==> src/sirq_map.vh <==
// sirq_map.vh: constants for the serialized interrupt slave agent
// assumes: included by bare name from each design file of the agent
`ifndef SIRQ_MAP_VH
`define SIRQ_MAP_VH
// frame geometry
`define SIRQ_FRAME_CLKS 2'h3
`define SIRQ_PH_SAMPLE 2'h0
`define SIRQ_PH_RECOV 2'h1
`define SIRQ_PH_TURN 2'h2
// first data frame that carries a line, and the last one
`define SIRQ_FIRST_SLOT 5'h02
`define SIRQ_LAST_SLOT 5'h10
// frame that carries the shared management interrupt
`define SIRQ_MGMT_SLOT 5'h03
// stop pulse widths that select the next mode
`define SIRQ_STOP_QUIET 4'h2
`define SIRQ_STOP_CONT 4'h3
// a low pulse of this width or more is a start pulse
`define SIRQ_START_MIN 4'h4
// idle clocks after stop before an own start may go out
`define SIRQ_START_GAP 2'h2
// enable register bit positions
`define SIRQ_EN_FRAME_BIT 6
`define SIRQ_EN_PIN_BIT 7
// mode encoding
`define SIRQ_MODE_CONT 1'b0
`define SIRQ_MODE_QUIET 1'b1
`endif

==> src/sirq_sync.v <==
// sirq_sync.v: two-flop synchroniser for a bundle of levels
// assumes: inputs are asynchronous to mclk; output is used in mclk domain only
`timescale 1ns/10ps
`include "sirq_map.vh"
module sirq_sync #(
  parameter WIDTH = 1,
  parameter [WIDTH-1:0] INIT = {WIDTH{1'b1}}
) (
  input wire mclk,
  input wire rst,
  input wire [WIDTH-1:0] din,
  output wire [WIDTH-1:0] dout
);
  reg [WIDTH-1:0] meta_q;
  reg [WIDTH-1:0] sync_q;

  // first stage read only by the second
  always @(posedge mclk) begin
    if (rst) begin
      meta_q <= INIT;
      sync_q <= INIT;
    end else begin
      meta_q <= din;
      sync_q <= meta_q;
    end
  end

  assign dout = sync_q;
endmodule // sirq_sync

==> src/sirq_pulse_meter.v <==
// sirq_pulse_meter.v: measures low pulses on the sampled serial line
// assumes: lineIn already synchronised to mclk, high when released
`timescale 1ns/10ps
`include "sirq_map.vh"
module sirq_pulse_meter #(
  parameter CW = 4
) (
  input wire mclk,
  input wire rst,
  input wire lineIn,
  output reg riseSeen,
  output reg [CW-1:0] lowWidth
);
  reg prev_q;
  reg [CW-1:0] cnt_q;

  // count low clocks, saturating; report width at the rising edge
  always @(posedge mclk) begin
    if (rst) begin
      prev_q <= 1'b1;
      cnt_q <= {CW{1'b0}};
      riseSeen <= 1'b0;
      lowWidth <= {CW{1'b0}};
    end else begin
      prev_q <= lineIn;
      riseSeen <= lineIn & ~prev_q;
      if (lineIn & ~prev_q)
        lowWidth <= cnt_q;
      if (lineIn)
        cnt_q <= {CW{1'b0}};
      else if (cnt_q != {CW{1'b1}})
        cnt_q <= cnt_q + {{(CW-1){1'b0}}, 1'b1};
    end
  end
endmodule // sirq_pulse_meter

==> src/sirq_slave_agent.v <==
// sirq_slave_agent.v: slave agent for the one-wire serialized interrupt bus
// assumes: mclk is the bus clock; host drives start/stop pulses; line is
// wired-or with pullup, resolved outside from lineOut and lineOeN.
// Notes on behaviour
// - quiet idle mode: agent may pull line low one clock, then release.
// - never start a frame while a cycle is active.
// - line change requests a start unless current cycle can still carry it.
// - continuous mode: only host starts; agent stays passive.
// - mode changes only at a stop frame.
// - reset gives continuous mode; agent never requests the first start.
// - measure every stop pulse width to pick next mode.
// - count frames from start rising edge; three clocks each.
// - sample clock of own slot: drive low only if line level low.
// - recovery drives high only after own low; turnaround always released.
// - report low levels every cycle whoever started it.
// - frame N sample clock is 3N-1 clocks after start rise.
// - frame one unused; frames two to sixteen carry lines one to fifteen.
// - enable bit six gates management frame; bit seven gates its pin.
// - two clock stop selects quiet; start allowed second clock after rise; agent's own start waits to seventh clock.
// - three clock stop selects continuous; only host may then start.
// - accept idle clocks or an immediate start after stop turnaround.
// - all driving and sampling on rising mclk edges.
// - during bus reset line released; reset enters continuous mode.
`timescale 1ns/10ps
`include "sirq_map.vh"
module sirq_slave_agent #(
  parameter NLINES = 15
) (
  input wire mclk,
  input wire rst,
  input wire host_bus_reset_n,
  input wire [NLINES:1] irqLevel,
  input wire mgmt_interrupt_n,
  input wire [7:0] mgmtEnable2,
  input wire lineIn,
  output reg lineOut,
  output reg lineOeN,
  output reg mgmt_interrupt_out_n,
  output reg cycleActive,
  output reg quietMode
);
  // states of the agent
  localparam ST_IDLE = 2'h0;
  localparam ST_START = 2'h1;
  localparam ST_DATA = 2'h2;
  localparam ST_STOPWAIT = 2'h3;

  wire lineS;
  wire busRstN;
  wire [NLINES:1] irqS;
  wire mgmtS;
  wire riseSeen;
  wire [3:0] lowWidth;
  wire [NLINES+2:0] syncIn;
  wire [NLINES+2:0] syncOut;

  reg [1:0] st_q;
  reg [1:0] st_d;
  reg [1:0] phase_q;
  reg [4:0] frame_q;
  reg drovelow_q;
  reg [NLINES:1] sent_q;
  reg [NLINES:1] lvl;
  reg pending_q;
  reg [1:0] gap_q;
  reg req_q;
  reg mode_q;

  // pins arrive from other domains: synchronise line, reset, levels
  assign syncIn = {lineIn, host_bus_reset_n, mgmt_interrupt_n, irqLevel};
  sirq_sync #(.WIDTH(NLINES + 3), .INIT({(NLINES + 3){1'b1}})) uSync (
    .mclk(mclk),
    .rst(rst),
    .din(syncIn),
    .dout(syncOut)
  );
  assign lineS = syncOut[NLINES+2];
  assign busRstN = syncOut[NLINES+1];
  assign mgmtS = syncOut[NLINES];
  assign irqS = syncOut[NLINES-1:0];

  sirq_pulse_meter #(.CW(4)) uMeter (
    .mclk(mclk),
    .rst(rst),
    .lineIn(lineS),
    .riseSeen(riseSeen),
    .lowWidth(lowWidth)
  );

  // frame number to line index; frame one carries nothing
  function [4:0] slotLine;
    input [4:0] frame;
    begin
      if (frame >= `SIRQ_FIRST_SLOT && frame <= `SIRQ_LAST_SLOT)
        slotLine = frame - 5'h01;
      else
        slotLine = 5'h00;
    end
  endfunction

  // level to report; frame three may carry the management interrupt
  always @* begin
    lvl = irqS;
    if (mgmtEnable2[`SIRQ_EN_FRAME_BIT] && NLINES >= 2)
      lvl[2] = irqS[2] & mgmtS; // shared use left to software
  end

  // state transitions
  always @* begin
    st_d = st_q;
    case (st_q)
      ST_IDLE: begin
        if (!lineS)
          st_d = ST_START; // host or other agent start, even right after stop
      end
      ST_START: begin
        if (riseSeen)
          st_d = ST_DATA; // frame count begins at start rise
      end
      ST_DATA: begin
        if (frame_q > `SIRQ_LAST_SLOT)
          st_d = ST_STOPWAIT; // own slots done; wait for host stop
      end
      ST_STOPWAIT: begin
        if (riseSeen && (lowWidth == `SIRQ_STOP_QUIET || lowWidth == `SIRQ_STOP_CONT))
          st_d = ST_IDLE; // host alone ends the cycle
      end
      default: st_d = ST_IDLE;
    endcase
  end

  always @(posedge mclk) begin
    if (rst || !busRstN) begin
      st_q <= ST_IDLE;
      phase_q <= `SIRQ_PH_SAMPLE;
      frame_q <= 5'h00;
      drovelow_q <= 1'b0;
      sent_q <= {NLINES{1'b1}};
      pending_q <= 1'b0;
      gap_q <= 2'h0;
      req_q <= 1'b0;
      mode_q <= `SIRQ_MODE_CONT; // reset selects continuous
      lineOut <= 1'b1;
      lineOeN <= 1'b1; // released through bus reset
      mgmt_interrupt_out_n <= 1'b1;
      cycleActive <= 1'b0;
      quietMode <= 1'b0;
    end else begin
      st_q <= st_d;
      req_q <= 1'b0;
      lineOut <= 1'b1;
      lineOeN <= 1'b1; // default released; never high outside recovery
      // dedicated pin gated separately
      mgmt_interrupt_out_n <= ~(mgmtEnable2[`SIRQ_EN_PIN_BIT] & ~mgmtS);
      cycleActive <= (st_d != ST_IDLE);
      quietMode <= mode_q;
      // a change not yet deliverable in this cycle must raise a request
      pending_q <= (lvl != sent_q);
      // stop width picks next mode, only at stop frames
      if (st_q == ST_STOPWAIT && riseSeen) begin
        if (lowWidth == `SIRQ_STOP_QUIET)
          mode_q <= `SIRQ_MODE_QUIET;
        else if (lowWidth == `SIRQ_STOP_CONT)
          mode_q <= `SIRQ_MODE_CONT;
        gap_q <= 2'h0;
      end
      if (st_q == ST_START && riseSeen) begin
        // sync plus meter lag the rise three clocks: frame one is in turnaround
        phase_q <= `SIRQ_PH_TURN;
        frame_q <= 5'h01;
      end
      if (st_q == ST_DATA) begin
        // three clocks per frame, sample at 3N-1 after rise
        if (phase_q == `SIRQ_PH_TURN) begin
          phase_q <= `SIRQ_PH_SAMPLE;
          frame_q <= frame_q + 5'h01;
        end else begin
          phase_q <= phase_q + 2'h1;
        end
        if (phase_q == `SIRQ_PH_TURN && slotLine(frame_q + 5'h01) != 5'h00) begin
          // drive low in sample only for a low level, any initiator
          if (!lvl[slotLine(frame_q + 5'h01)]) begin
            lineOut <= 1'b0;
            lineOeN <= 1'b0;
            drovelow_q <= 1'b1;
          end else begin
            drovelow_q <= 1'b0;
          end
          sent_q[slotLine(frame_q + 5'h01)] <= lvl[slotLine(frame_q + 5'h01)];
        end
        // recovery high only after own low; turnaround released
        if (phase_q == `SIRQ_PH_SAMPLE && drovelow_q) begin
          lineOut <= 1'b1;
          lineOeN <= 1'b0;
          drovelow_q <= 1'b0;
        end
      end
      // idle gap after stop: start allowed after two idle clocks, seventh clock after rise
      if (st_q == ST_IDLE && gap_q != `SIRQ_START_GAP)
        gap_q <= gap_q + 2'h1;
      // quiet idle start request: one low clock, then release
      if (st_q == ST_IDLE && st_d == ST_IDLE && mode_q == `SIRQ_MODE_QUIET &&
          pending_q && gap_q == `SIRQ_START_GAP && !req_q) begin
        lineOut <= 1'b0;
        lineOeN <= 1'b0;
        req_q <= 1'b1;
        pending_q <= 1'b0;
        gap_q <= 2'h0; // no second pulse before our own start is seen
      end
    end
  end
endmodule // sirq_slave_agent

==> config.mk <==
export PLATFORM = sky130hd
export DESIGN_NAME = sirq_slave_agent
export DESIGN_NICKNAME = d
export VERILOG_FILES = /design/src/sirq_sync.v /design/src/sirq_pulse_meter.v /design/src/sirq_slave_agent.v
export VERILOG_INCLUDE_DIRS = /design/src
export SDC_FILE = /design/constraint.sdc
export NUM_CORES = 1
export LEC_CHECK = 0
export BUFFER_PORTS_ARGS = -buffer_cell sky130_fd_sc_hd__buf_2
export CORE_MARGIN = 10
export CORE_UTILIZATION = 50
export DETAILED_ROUTE_END_ITERATION = 8
export GPL_TIMING_DRIVEN = 0
export PLACE_DENSITY = 0.76
export SYNTH_ARGS = -nofsm -noshare
export SYNTH_HDL_FRONTEND = slang
export SYNTH_SLANG_ARGS = --single-unit
==> constraint.sdc <==
create_clock -name mclk -period 5.6 [get_ports mclk]
set_input_delay 0.28 -clock mclk [delete_from_list [all_inputs] [get_ports mclk]]
set_output_delay 0.28 -clock mclk [all_outputs]
set_load 0.02 [all_outputs]
Yosys cells after proc, flatten, opt, wreduce, memory -nomap -nowiden

Cells that the tools add are included.

Output and inout port bits: 5
Bits of input ports: 28
Word-level logic and storage cells: 116
Flip-flop bits (word level): 81

Eq/ne operators: 10
Add/subtract/negate cells: 5
Reductions and logical operators: 31
Bitwise operators: 6
Magnitude comparators: 5
Muxes and demuxes: 39

Operators by type and width:

| operator            | number |
|---|---|
| $mux 5              | 9 |
| $mux 2              | 9 |
| $mux 1              | 17 |
| $bwmux 15           | 1 |
| $ne 15x15->1        | 1 |
| $logic_and 1x1->1   | 13 |
| $reduce_bool 2->1   | 5 |
| $eq 2x2->1 const B  | 4 |
| $eq 4x2->1 const B  | 2 |
| $pmux 2 s4          | 1 |
| $logic_not 2->1     | 3 |
| $reduce_and 2->1    | 3 |
| $add 5x1->5 const B | 1 |
| $ge 5x1->1 const B  | 1 |
| $ge 5x2->1 const B  | 1 |
| $gt 5x5->1 const B  | 1 |
| $le 5x5->1 const B  | 1 |
| $lt 5x5->1 const B  | 1 |
| $reduce_bool 5->1   | 1 |
| $sub 5x1->5 const B | 1 |
| $add 2x1->2 const B | 2 |
| $add 4x1->4 const B | 1 |
| $bmux 1 s4          | 1 |
| $demux 1 s4         | 1 |
| other kinds (8)     | 15 |

Logic depth before layout (Yosys ltp)

Gate-level depths: netlist of run 1.

Depth after elaboration: 18
Gate-level depth with buffers: 13

Hierarchy

From an unflattened synthesis of run 1, not the netlist that was laid out.

Cell total of the unflattened synthesis: 408
Area total of the unflattened synthesis: 3701.0 µm²

Modules (own cells, without submodules):

| module           | cells an instance | seq. area each (µm²) | area each (µm²) | instances |
|---|---|---|---|---|
| sirq_slave_agent | 296               | 700.7                | 2356.0          | 1 |
| sirq_sync        | 75                | 720.7                | 979.7           | 1 |
| sirq_pulse_meter | 37                | 200.2                | 365.4           | 1 |

Least setup slack after synthesis of run 1

Ideal clock, no wire load.

Path kind: register to register
From: reg frame_q[0]
To: reg sent_q[5] (netlist bit)
Stages on the path, launching flop included: 12
Required time: 5.519 ns
Path buffers: 3
Setup time: 0.081 ns
Data arrival time: 2.372 ns
Setup slack: 3.147 ns
Cells stage by stage: dfxtp_1 buf_2 inv_1 ha_1 buf_2 nand2b_1 or2_2 mux2i_1 and2_1 clkbuf_1 nand3_1 a41oi_1

Cells in the longest elaborated chain, start to end: 12
Elaborated cells on any way between the ends: 22
Those cells by class: add/sub: 2; order compare: 4; mux: 11; reduce/logical: 5

Ends and longest elaborated chain:

| item                                                           | RTL line                                       | text |
|---|---|---|
| from (decl)                                                    | sirq_slave_agent.v:60                          | `reg [4:0] frame_q;` |
| from (signal assigned)                                         | sirq_slave_agent.v:176                         | `frame_q <= frame_q + 5'h01;` |
| $add 5x1->5 *                                                  | sirq_slave_agent.v:180, sirq_slave_agent.v:189 |  |
| $ge 5x2->1 (no source line) or $le 5x5->1 (tied branches)      | --                                             |  |
| $logic_and 1x1->1 (no source line)                             | --                                             |  |
| $mux 5 *                                                       | sirq_slave_agent.v:94                          | `` if (frame >= `SIRQ_FIRST_SLOT && frame <= `SIRQ_LAST_SLOT) `` |
| $mux 5                                                         | sirq_slave_agent.v:180                         | `` if (phase_q == `SIRQ_PH_TURN && slotLine(frame_q + 5'h01) != 5'h00) begin `` |
| $mux 5                                                         | sirq_slave_agent.v:172                         | `if (st_q == ST_DATA) begin` |
| $mux 5                                                         | sirq_slave_agent.v:133                         | `if (rst \|\| !busRstN) begin` |
| $ge 5x1->1 (not written as such) or $lt 5x5->1 (tied branches) | sirq_slave_agent.v:189                         | `sent_q[slotLine(frame_q + 5'h01)] <= lvl[slotLine(frame_q + 5'h01)];` |
| $logic_and 1x1->1 (not written as such)                        | sirq_slave_agent.v:189                         |  |
| $mux 1 (not written as such)                                   | sirq_slave_agent.v:189                         |  |
| $demux 1 s4                                                    | sirq_slave_agent.v:189                         |  |
| $bwmux 15                                                      | sirq_slave_agent.v:189                         |  |
| to (signal assigned)                                           | sirq_slave_agent.v:138                         | `sent_q <= {NLINES{1'b1}};` |
| to (signal, indexed assignment)                                | sirq_slave_agent.v:189                         |  |
| to (decl)                                                      | sirq_slave_agent.v:62                          | `reg [NLINES:1] sent_q;` |

Mark *: on every way between the ends. The rest lies on a longest branch, timed or not. The select of a mux whose other input is x is not followed.
A chain may end at the register's enable or synchronous reset.

Worst setup path after layout of run 1

From: reg frame_q[0]
To: reg sent_q[6] (netlist bit)

The elaborated chain is that of the path after synthesis.

==> impl_metrics.toml, run 1 <==
[grt]
grt_use_total_pct = 14.4
grt_pass1_wl_um = 13200
grt_max_degree = 16
grt_pass1_vias = 2771
antenna_found_initial = 0
overflow = 0

[synthesis]
synth-edff-count = 0
synth_ff_type = "dfxtp_1"
synthCells = 383
yosys_register_bits = 81
ys_types = 63
yosysWarnings = 0
synth_top_area_share_pct = 45.1
yosys-top-cells-area = "dfxtp_1 45%, or2_2 7.1%, nor2_1 3.5%"
async_flop_share_pct = 0
synth_area_mm2 = 0.00360
ys_seq_area_share_pct = 45.1
synth.avg_cell_area_um2 = 9.40
synth.net_count = 416
synth_area_leader_cell = "dfxtp_1"

[min_path]
min_path_cells = 2
hold_start = "lineIn"
hold_class = "input port to flip-flop"
min_to = "uSync.meta_q[17]"

[critical_path]
r2r_end = "sent_q[6]"
endpoint_kind = "flip-flop"
crit_type = "flip-flop to flip-flop"
crit_arrival_ps = 3490
reg2reg_slack_ps = 2380
worstRegToRegCells = 11
crit_fanout = 9
crit_path_max_incr_delay_ps = 380
crit_path_frequent_cell = "buf_2"
crit_path_start_kind = "flip-flop"
path_buf_inv = 4
worstPathCellList = "buf_2 > inv_1 > ha_1 > buf_2 > nand2b_1 > or2_2 > mux2i_1 > and2_1 > clkbuf_1 > nand3_1 > a41oi_1"
cp_top_family = "simple AND/OR/NAND/NOR gates"
required_ps = 5870
r2r-start = "frame_q[0]"
cpMaxStageDelayCell = "dfxtp_1"

[floorplan]
die_h_um = 105
ioPinCount = 33
die_x_um = 105
rows = 30
initial_core_util_pct = 52.1
coreArea_mm2 = 0.00691
dieArea_mm2 = 0.0110

[power_and_ir_drop]
power.density_mw_per_mm2 = 261
vdd_ir_drop_max_mv = 0.280
p_leak_nw = 1.57
finalPower_w = 0.00105

[clocking]
post_cts_buffers = 0
cts_num_sinks = 81
cts_root_buffer = "clkbuf_8"
clock_latency_ps = 350
cts_tree = "yes"
postCtsHoldBufs = 0
cts-htree-levels = 3
cts_resized = 0
clk_pin_slew_ps = 90
cts_buffer_depth = 2
cts_made_buffers = 9

[route]
drc_errors = 0
antenna_left = 0
drt_iter0_drc = 192
routedWlPerCell_um = 15.2
drt-pass1-iter-count = 5
dr_total_vias = 2922
drt-total-wl_um = 7950
vias_per_cell = 5.61

[outcome]
status = "finished clean"

[cells_and_area]
drive_above_1_share_pct = 26.4
area_growth_pct = 11.9
antennaDiodeCount = 0
mostFrequentLayoutCell = "dfxtp_1"
layout_common_cells = "81 x dfxtp_1, 41 x or2_2, 36 x buf_2"
finalNonFillerCells = 521
final_nets = 453

[sta]
fin_ws_ps = 2380
rsz0062_at_grt = "no"
min_period_over_period_pct = 57.6
max_freq_ghz = 0.310
hold_violations = 0
final-setup-viol-count = 0
fin_skew_ps = 12.2
finalMaxSlewViolations = 0
tightest_slew_ps = 873
setup-tns-final_ps = 0
slew_headroom_pct = 41.4
finalCriticalPeriod_ps = 3220
whs_ps = 103

[placed_design]
dp_slack_ps = 2530
place_inst = 505
gp_congestion = 0.897
hpwl_um = 5730
port_buffers = 26

[run]
maxCapViolCount = 0
-- worst reg2reg max path, delay by kind of cell (launching register included) --
family,cells,cell delay (ps)
compound gates,1,320
fa+ha+maj,1,300
buf+inv,4,820
flops,1,380
mux,1,300
simple gates,4,1030
-- kinds of logic (layout without fill, tap and decap cells) --
family,count (synthesis),in the layout,share of synthesized area (%)
AOI/OAI and AO/OA,72,72,14.5
xor gates and xnor gates,21,21,5.84
adders and majority gates,5,5,1.74
buffers and inverters,35,77,5.15
DFF,81,81,45.1
muxes,12,12,3.72
and+or+nand+nor,157,157,24.0
-- metrics by stage --
step	instance area, µm²	utilization, %
finish	4030	58.3
global route	4030	58.3
CTS	4030	58.3
detailed placement	3850	55.7
global placement	3850	55.7
floorplan	3600	-
-- cell type report --
| cell class | instances | area (µm²) |
|---|---|---|
| flip-flops and latches | 81 | 1620 |
| repair buffers | 26 | 130 |
| clock buffers | 9 | 124 |
| fillers | 621 | 2880 |
| clock inverters | 7 | 52.6 |
| inverters | 7 | 26.3 |
| plain buffers | 28 | 159 |
| well taps | 96 | 120 |
| multi-input cells | 267 | 1790 |
-- worst max path at each step --
stage	startpoint	endpoint	slack [ps]	cells after the start
detailed placement	frame_q[0]	sent_q[6]	2530	11
floorplan	frame_q[0]	sent_q[5]	3150	11
CTS	frame_q[0]	sent_q[6]	2500	11
finish	frame_q[0]	sent_q[6]	2380	11
global route	frame_q[0]	sent_q[6]	2290	11
global placement	frame_q[0]	sent_q[6]	2590	11
-- registers in the layout, summed over array words and instances, names as in the netlist --
signal / flops
cycleActive: 1
lineOut: 1
st_q: 2
uMeter.prev_q: 1
mgmt_interrupt_out_n: 1
pending_q: 1
uMeter.riseSeen: 1
uSync.meta_q: 18
uSync.dout: 18
gap_q: 2
phase_q: 2
mode_q: 1
quietMode: 1
sent_q: 15
uMeter.lowWidth: 4
uMeter.cnt_q: 4
drovelow_q: 1
lineOeN: 1
frame_q: 5
req_q: 1
-- where the power goes --
group	switching, W	internal [W]	total (W)
Sequential	0.00000897	0.000593	0.000602
Combinational	0.0000348	0.0000329	0.0000677
Clock	0.000217	0.000165	0.000382
-- routing by layer --
layer | vias to the layer above | global-route usage (%) | wire length (µm)
li1 | 1429 | - | -
met1 | 1364 | 18.5 | 3710
met2 | 109 | 22.3 | 3540
met3 | 20 | 2.83 | 500
met4 | 0 | 7.45 | 197
met5 | - | 0 | 0
-- cell usage after synthesis, drive strengths merged (3+ instances only) --
cell	number
a21oi	13
inv	7
nor2	34
nand2	17
a311oi	8
xnor2	14
nand4	4
xor2	7
ha	5
o21ai	4
or2	41
dfxtp	81
a31oi	14
a41oi	4
buf	17
nand2b	4
mux2i	11
nor2b	6
nand3b	3
clkbuf	11
a22oi	3
a211oi	8
nand3	8
nor3	20
and2	4
and3	6
No activity file was read; power rests on OpenSTA's default activity.
==> run 2: changes to the inputs <==
--- a/config.mk
+++ b/config.mk
@@ -11,7 +11,7 @@
 export CORE_UTILIZATION = 50
 export DETAILED_ROUTE_END_ITERATION = 8
 export GPL_TIMING_DRIVEN = 0
-export PLACE_DENSITY = 0.76
+export PLACE_DENSITY = 0.79
 export SYNTH_ARGS = -nofsm -noshare
 export SYNTH_HDL_FRONTEND = slang
 export SYNTH_SLANG_ARGS = --single-unit
==> constraint.sdc (replaced) <==
create_clock -name mclk -period 2.65 [get_ports mclk]
set_input_delay 0.1325 -clock mclk [delete_from_list [all_inputs] [get_ports mclk]]
set_output_delay 0.1325 -clock mclk [all_outputs]
set_load 0.02 [all_outputs]
==> run 2 against run 1 <==
  * Register-to-register slack lost 2300 ps
  * Setup slack got worse by 2300 ps
  * Die area did not move
==> impl_metrics.toml, run 2 (synthesis results as in run 1) <==
[outcome]
status = "finished clean"

[run]
maxCapViolCount = 0

[route]
drt-pass1-iter-count = 6
dr_total_vias = 3010
drc_errors = 0
routedWlPerCell_um = 16.2
drt_iter0_drc = 226
antenna_left = 0
drt-total-wl_um = 8660
vias_per_cell = 5.62

[cells_and_area]
antennaDiodeCount = 0
layout_common_cells = "79 x dfxtp_1, 41 x or2_2, 34 x nor2_1"
regArea_mm2 = 0.00163
mostFrequentLayoutCell = "dfxtp_1"
drive_above_1_share_pct = 30.2
fillerInstances = 583
area_growth_pct = 20.8
final_core_util_pct = 63.0
multi_input_area_mm2 = 0.00190
final_nets = 469

[sta]
tightest_slew_ps = 949
slew_headroom_pct = 36.2
min_period_over_period_pct = 96.1
final-setup-viol-count = 0
fin_ws_ps = 102
finalCriticalPeriod_ps = 2550
max_freq_ghz = 0.392
fin_skew_ps = 7.93
finalMaxSlewViolations = 0
hold_violations = 0

[placed_design]
hpwl_um = 5730
gp_congestion = 0.936
port_buffers = 26
dp_slack_ps = -391

[power_and_ir_drop]
clockPowerShare_pct = 36.3
power.density_mw_per_mm2 = 520
p_int_w = 0.00173
p_leak_nw = 1.66
finalPower_w = 0.00226
vdd_ir_drop_max_mv = 0.436
p_seq_share_pct = 56.2
p_sw_w = 0.000531
swShare_pct = 23.5
comb_power_share_pct = 7.5

[critical_path]
crit_path_frequent_cell = "buf_6"
worstPathCellList = "ha_1 > buf_6 > and4_4 > or3_4 > a21oi_2 > a2111oi_4 > a211o_1 > buf_6 > buf_8 > a21oi_1"
path_buf_inv = 3
cpMaxStageDelayCell = "or3_4"
crit_path_start_kind = "flip-flop"
crit_path_max_incr_delay_ps = 400
endpoint_kind = "flip-flop"
crit_arrival_ps = 2820
crit_type = "flip-flop to flip-flop"
crit_fanout = 10
required_ps = 2930
cp_top_family = "compound AO/OA/AOI/OAI gates"

[clocking]
cts_buffer_depth = 2
cts_root_buffer = "clkbuf_8"
cts_num_sinks = 81
cts-htree-levels = 3
cts_tree = "yes"
cts_made_buffers = 9
clk_pin_slew_ps = 80
clock_latency_ps = 350

[grt]
antenna_found_initial = 0
grt_max_degree = 14
overflow = 0
grt_pass1_wl_um = 14200
grt_pass1_vias = 3032
grt_use_total_pct = 15.4

[floorplan]
coreArea_mm2 = 0.00691
dieArea_mm2 = 0.0110
die_x_um = 105
rows = 30
initial_core_util_pct = 52.1
die_h_um = 105
ioPinCount = 33

[min_path]
hold_class = "input port to flip-flop"
-- run 2: cell count changes in the layout (fill, tap and decap cells not counted), sizes merged --
| cell | change |
|---|---|
| clkinvlp | +1 |
| dlygate4sd3 | +19 |
| clkinv | -3 |
| inv | -2 |
-- run 2: final cells by class --
class | count | area share, %
clock inverter | 3 | 0.547
clock buffer | 12 | 3.57
sequential | 81 | 37.4
inverter | 7 | 0.604
buffer | 22 | 3.42
timing repair buffer | 48 | 7.88
tap | 96 | 2.76
multi-input combinational | 267 | 43.8
-- run 2: metal layers --
| layer | up-vias | track usage (%) | wire [µm] |
|---|---|---|---|
| li1 | 1458 | - | - |
| met1 | 1417 | 17.7 | 3620 |
| met2 | 120 | 26.3 | 4180 |
| met3 | 15 | 4.98 | 717 |
| met4 | 0 | 5.39 | 142 |
| met5 | - | 0 | 0 |
-- run 2: path summary, 6_finish.rpt --
check | startpoint | end | slack [ps] | cells after the start
setup / recovery | frame_q[1] | lineOeN | 100 | 10
hold / removal | rst | uMeter.riseSeen | 40 | 2
setup reg to reg | frame_q[1] | lineOeN | 100 | 10
hold reg to reg | uSync.meta_q[4] | uSync.dout[4] | 410 | 1
-- run 2: per-stage QoR --
stage                     instance area (µm²)  hold slack (ps)  TNS, ps  cells
after floorplan                          3600              204        0    383
after global placement                   3850              314    -2730    505
after detailed placement                 3850              316    -4030    505
after CTS                                4240             34.4        0    537
after global routing                     4350             66.2    -3.41    536
final                                    4350             44.6        0    536
-- run 2: power by group through the flow --
stage	logic (W)	registers (W)	clock network, W
after floorplan	0.000101	0.00130	0
after global routing	0.000189	0.00128	0.000888
final	0.000170	0.00127	0.000820
after global placement	0.000138	0.00130	0
after detailed placement	0.000144	0.00130	0
after CTS	0.000166	0.00127	0.000832
-- run 2: timing repair --
item                                   CTS  global route
resized for setup                        9            25
pin swaps                                1             3
hold buffers                            19             0
setup buffers                            0             3
setup endpoints to repair               18            18
endpoints found under the hold margin   19             0
==> run 3: changes to the inputs <==
--- a/config.mk
+++ b/config.mk
@@ -8,10 +8,10 @@
 export LEC_CHECK = 0
 export BUFFER_PORTS_ARGS = -buffer_cell sky130_fd_sc_hd__buf_2
 export CORE_MARGIN = 10
-export CORE_UTILIZATION = 50
+export CORE_UTILIZATION = 45
 export DETAILED_ROUTE_END_ITERATION = 8
 export GPL_TIMING_DRIVEN = 0
-export PLACE_DENSITY = 0.79
+export PLACE_DENSITY = 0.73
 export SYNTH_ARGS = -nofsm -noshare
 export SYNTH_HDL_FRONTEND = slang
 export SYNTH_SLANG_ARGS = --single-unit
==> run 3 against run 2 <==
  * Sequential share of layout area is 0.59 points lower
  * Maximum frequency hardly changed
  * Register-to-register slack hardly changed
  * Clock skew is 4.9 ps higher
  * Non-clock buffer count is 2 higher
  * Critical path type unchanged
==> impl_metrics.toml, run 3 (synthesis results as in run 1) <==
[critical_path]
crit_type = "flip-flop to flip-flop"
crit_fanout = 9
required_ps = 2900
crit_arrival_ps = 2800
reg2reg_slack_ps = 100
endpoint_kind = "flip-flop"
crit_path_start_kind = "flip-flop"

[power_and_ir_drop]
finalPower_w = 0.00245
p_leak_nw = 1.70
vdd_ir_drop_max_mv = 0.495
power.density_mw_per_mm2 = 556

[min_path]
hold_class = "input port to flip-flop"

[grt]
antenna_found_initial = 0
grt_max_degree = 15
grt_pass1_wl_um = 13500
overflow = 0
grt_use_total_pct = 14.3
grt_pass1_vias = 2764

[sta]
setup-tns-final_ps = 0
slew_headroom_pct = 43.9
rsz0062_at_grt = "no"
whs_ps = 47.0
max_freq_ghz = 0.393
hold_violations = 0
min_period_over_period_pct = 96.1
tightest_slew_ps = 836
finalCriticalPeriod_ps = 2550
finalMaxSlewViolations = 0
fin_skew_ps = 12.8
final-setup-viol-count = 0

[clocking]
clock_latency_ps = 350
clk_pin_slew_ps = 80
cts_tree = "yes"
cts_buffer_depth = 2
cts_root_buffer = "clkbuf_8"
cts-htree-levels = 3
cts_made_buffers = 9
cts_num_sinks = 81

[cells_and_area]
final_core_util_pct = 56.8
layout_common_cells = "79 x dfxtp_1, 41 x or2_2, 34 x nor2_1"
finalNonFillerCells = 545
drive_above_1_share_pct = 29.8
regArea_mm2 = 0.00162
multi_input_area_mm2 = 0.00190
fillerInstances = 693
area_growth_pct = 22.6
final_nets = 471
mostFrequentLayoutCell = "dfxtp_1"
antennaDiodeCount = 0

[route]
vias_per_cell = 5.34
drt-total-wl_um = 8330
drc_errors = 0
antenna_left = 0
drt_iter0_drc = 197
drt-pass1-iter-count = 5
routedWlPerCell_um = 15.3
dr_total_vias = 2908

[run]
maxCapViolCount = 0

[outcome]
status = "finished clean"

[floorplan]
initial_core_util_pct = 46.3
coreArea_mm2 = 0.00777
rows = 32
dieArea_mm2 = 0.0120
die_h_um = 109
ioPinCount = 33
die_x_um = 109

[placed_design]
hpwl_um = 5610
port_buffers = 26
place_inst = 511
gp_congestion = 0.923
run 3: changes by cell type in the layout (fill, tap and decap cells not counted), sizes merged:
| cell | change |
|---|---|
| bufinv | +2 |
| clkinv | +1 |
run 3: area by class of cell:
cell class	count	area share (%)
multi-input cells	267	43.0
flip-flops and latches	81	36.8
repair buffers	48	7.77
plain buffers	24	3.74
clock buffers	10	3.12
well taps	102	2.89
clock inverters	6	2.01
inverters	7	0.596
run 3: timing repair:
| action | CTS | global route |
|---|---|---|
| gates resized for setup | 16 | 15 |
| pin swaps | 2 | 3 |
| hold endpoints to repair | 19 | 0 |
| setup endpoints to repair | 18 | 18 |
| setup buffers | 0 | 3 |
| hold buffers | 19 | 0 |
run 3: worst max-delay path, stage by stage (launching register included):
cell and delay, ps:
dfxtp_2 360, buf_6 110, inv_1 60, ha_1 290, clkbuf_4 180, nand2b_1 200, or2_2 310, mux2i_1 250
and2_4 270, a31oi_1 160, a22o_1 260
run 3: power by group:
part / total, W / internal, W / switching (W) / leakage, nW
clock network: 0.00101 / 0.000557 / 0.000451 / 0.109
logic: 0.000169 / 0.0000898 / 0.0000791 / 0.927
registers: 0.00127 / 0.00125 / 0.0000193 / 0.664
total: 0.00245 / 0.00190 / 0.000549 / 1.70
run 3: metal layers:
layer / up-vias / track usage, % / share of wire, %
met5: - / 0 / 0
met4: 0 / 6.04 / 1.4
met3: 9 / 3.63 / 5.7
met2: 82 / 21.7 / 45
met1: 1358 / 18.7 / 47
li1: 1459 / - / -
run 3: path summary, 6_finish.rpt:
kind,from,endpoint,cells past startpoint
min,rst,uMeter.riseSeen,2
max reg2reg,frame_q[0],drovelow_q,10
max,frame_q[0],drovelow_q,10
min reg2reg,uSync.meta_q[7],uSync.dout[7],1
run 3: stage by stage:
stage	setup WS (ps)	area, µm²
5_1_grt	4.29	4410
3_5_place_dp	-420	3860
6_report	105	4410
4_1_cts	1.11	4330
3_3_place_gp	-415	3860
2_1_floorplan	197	3600
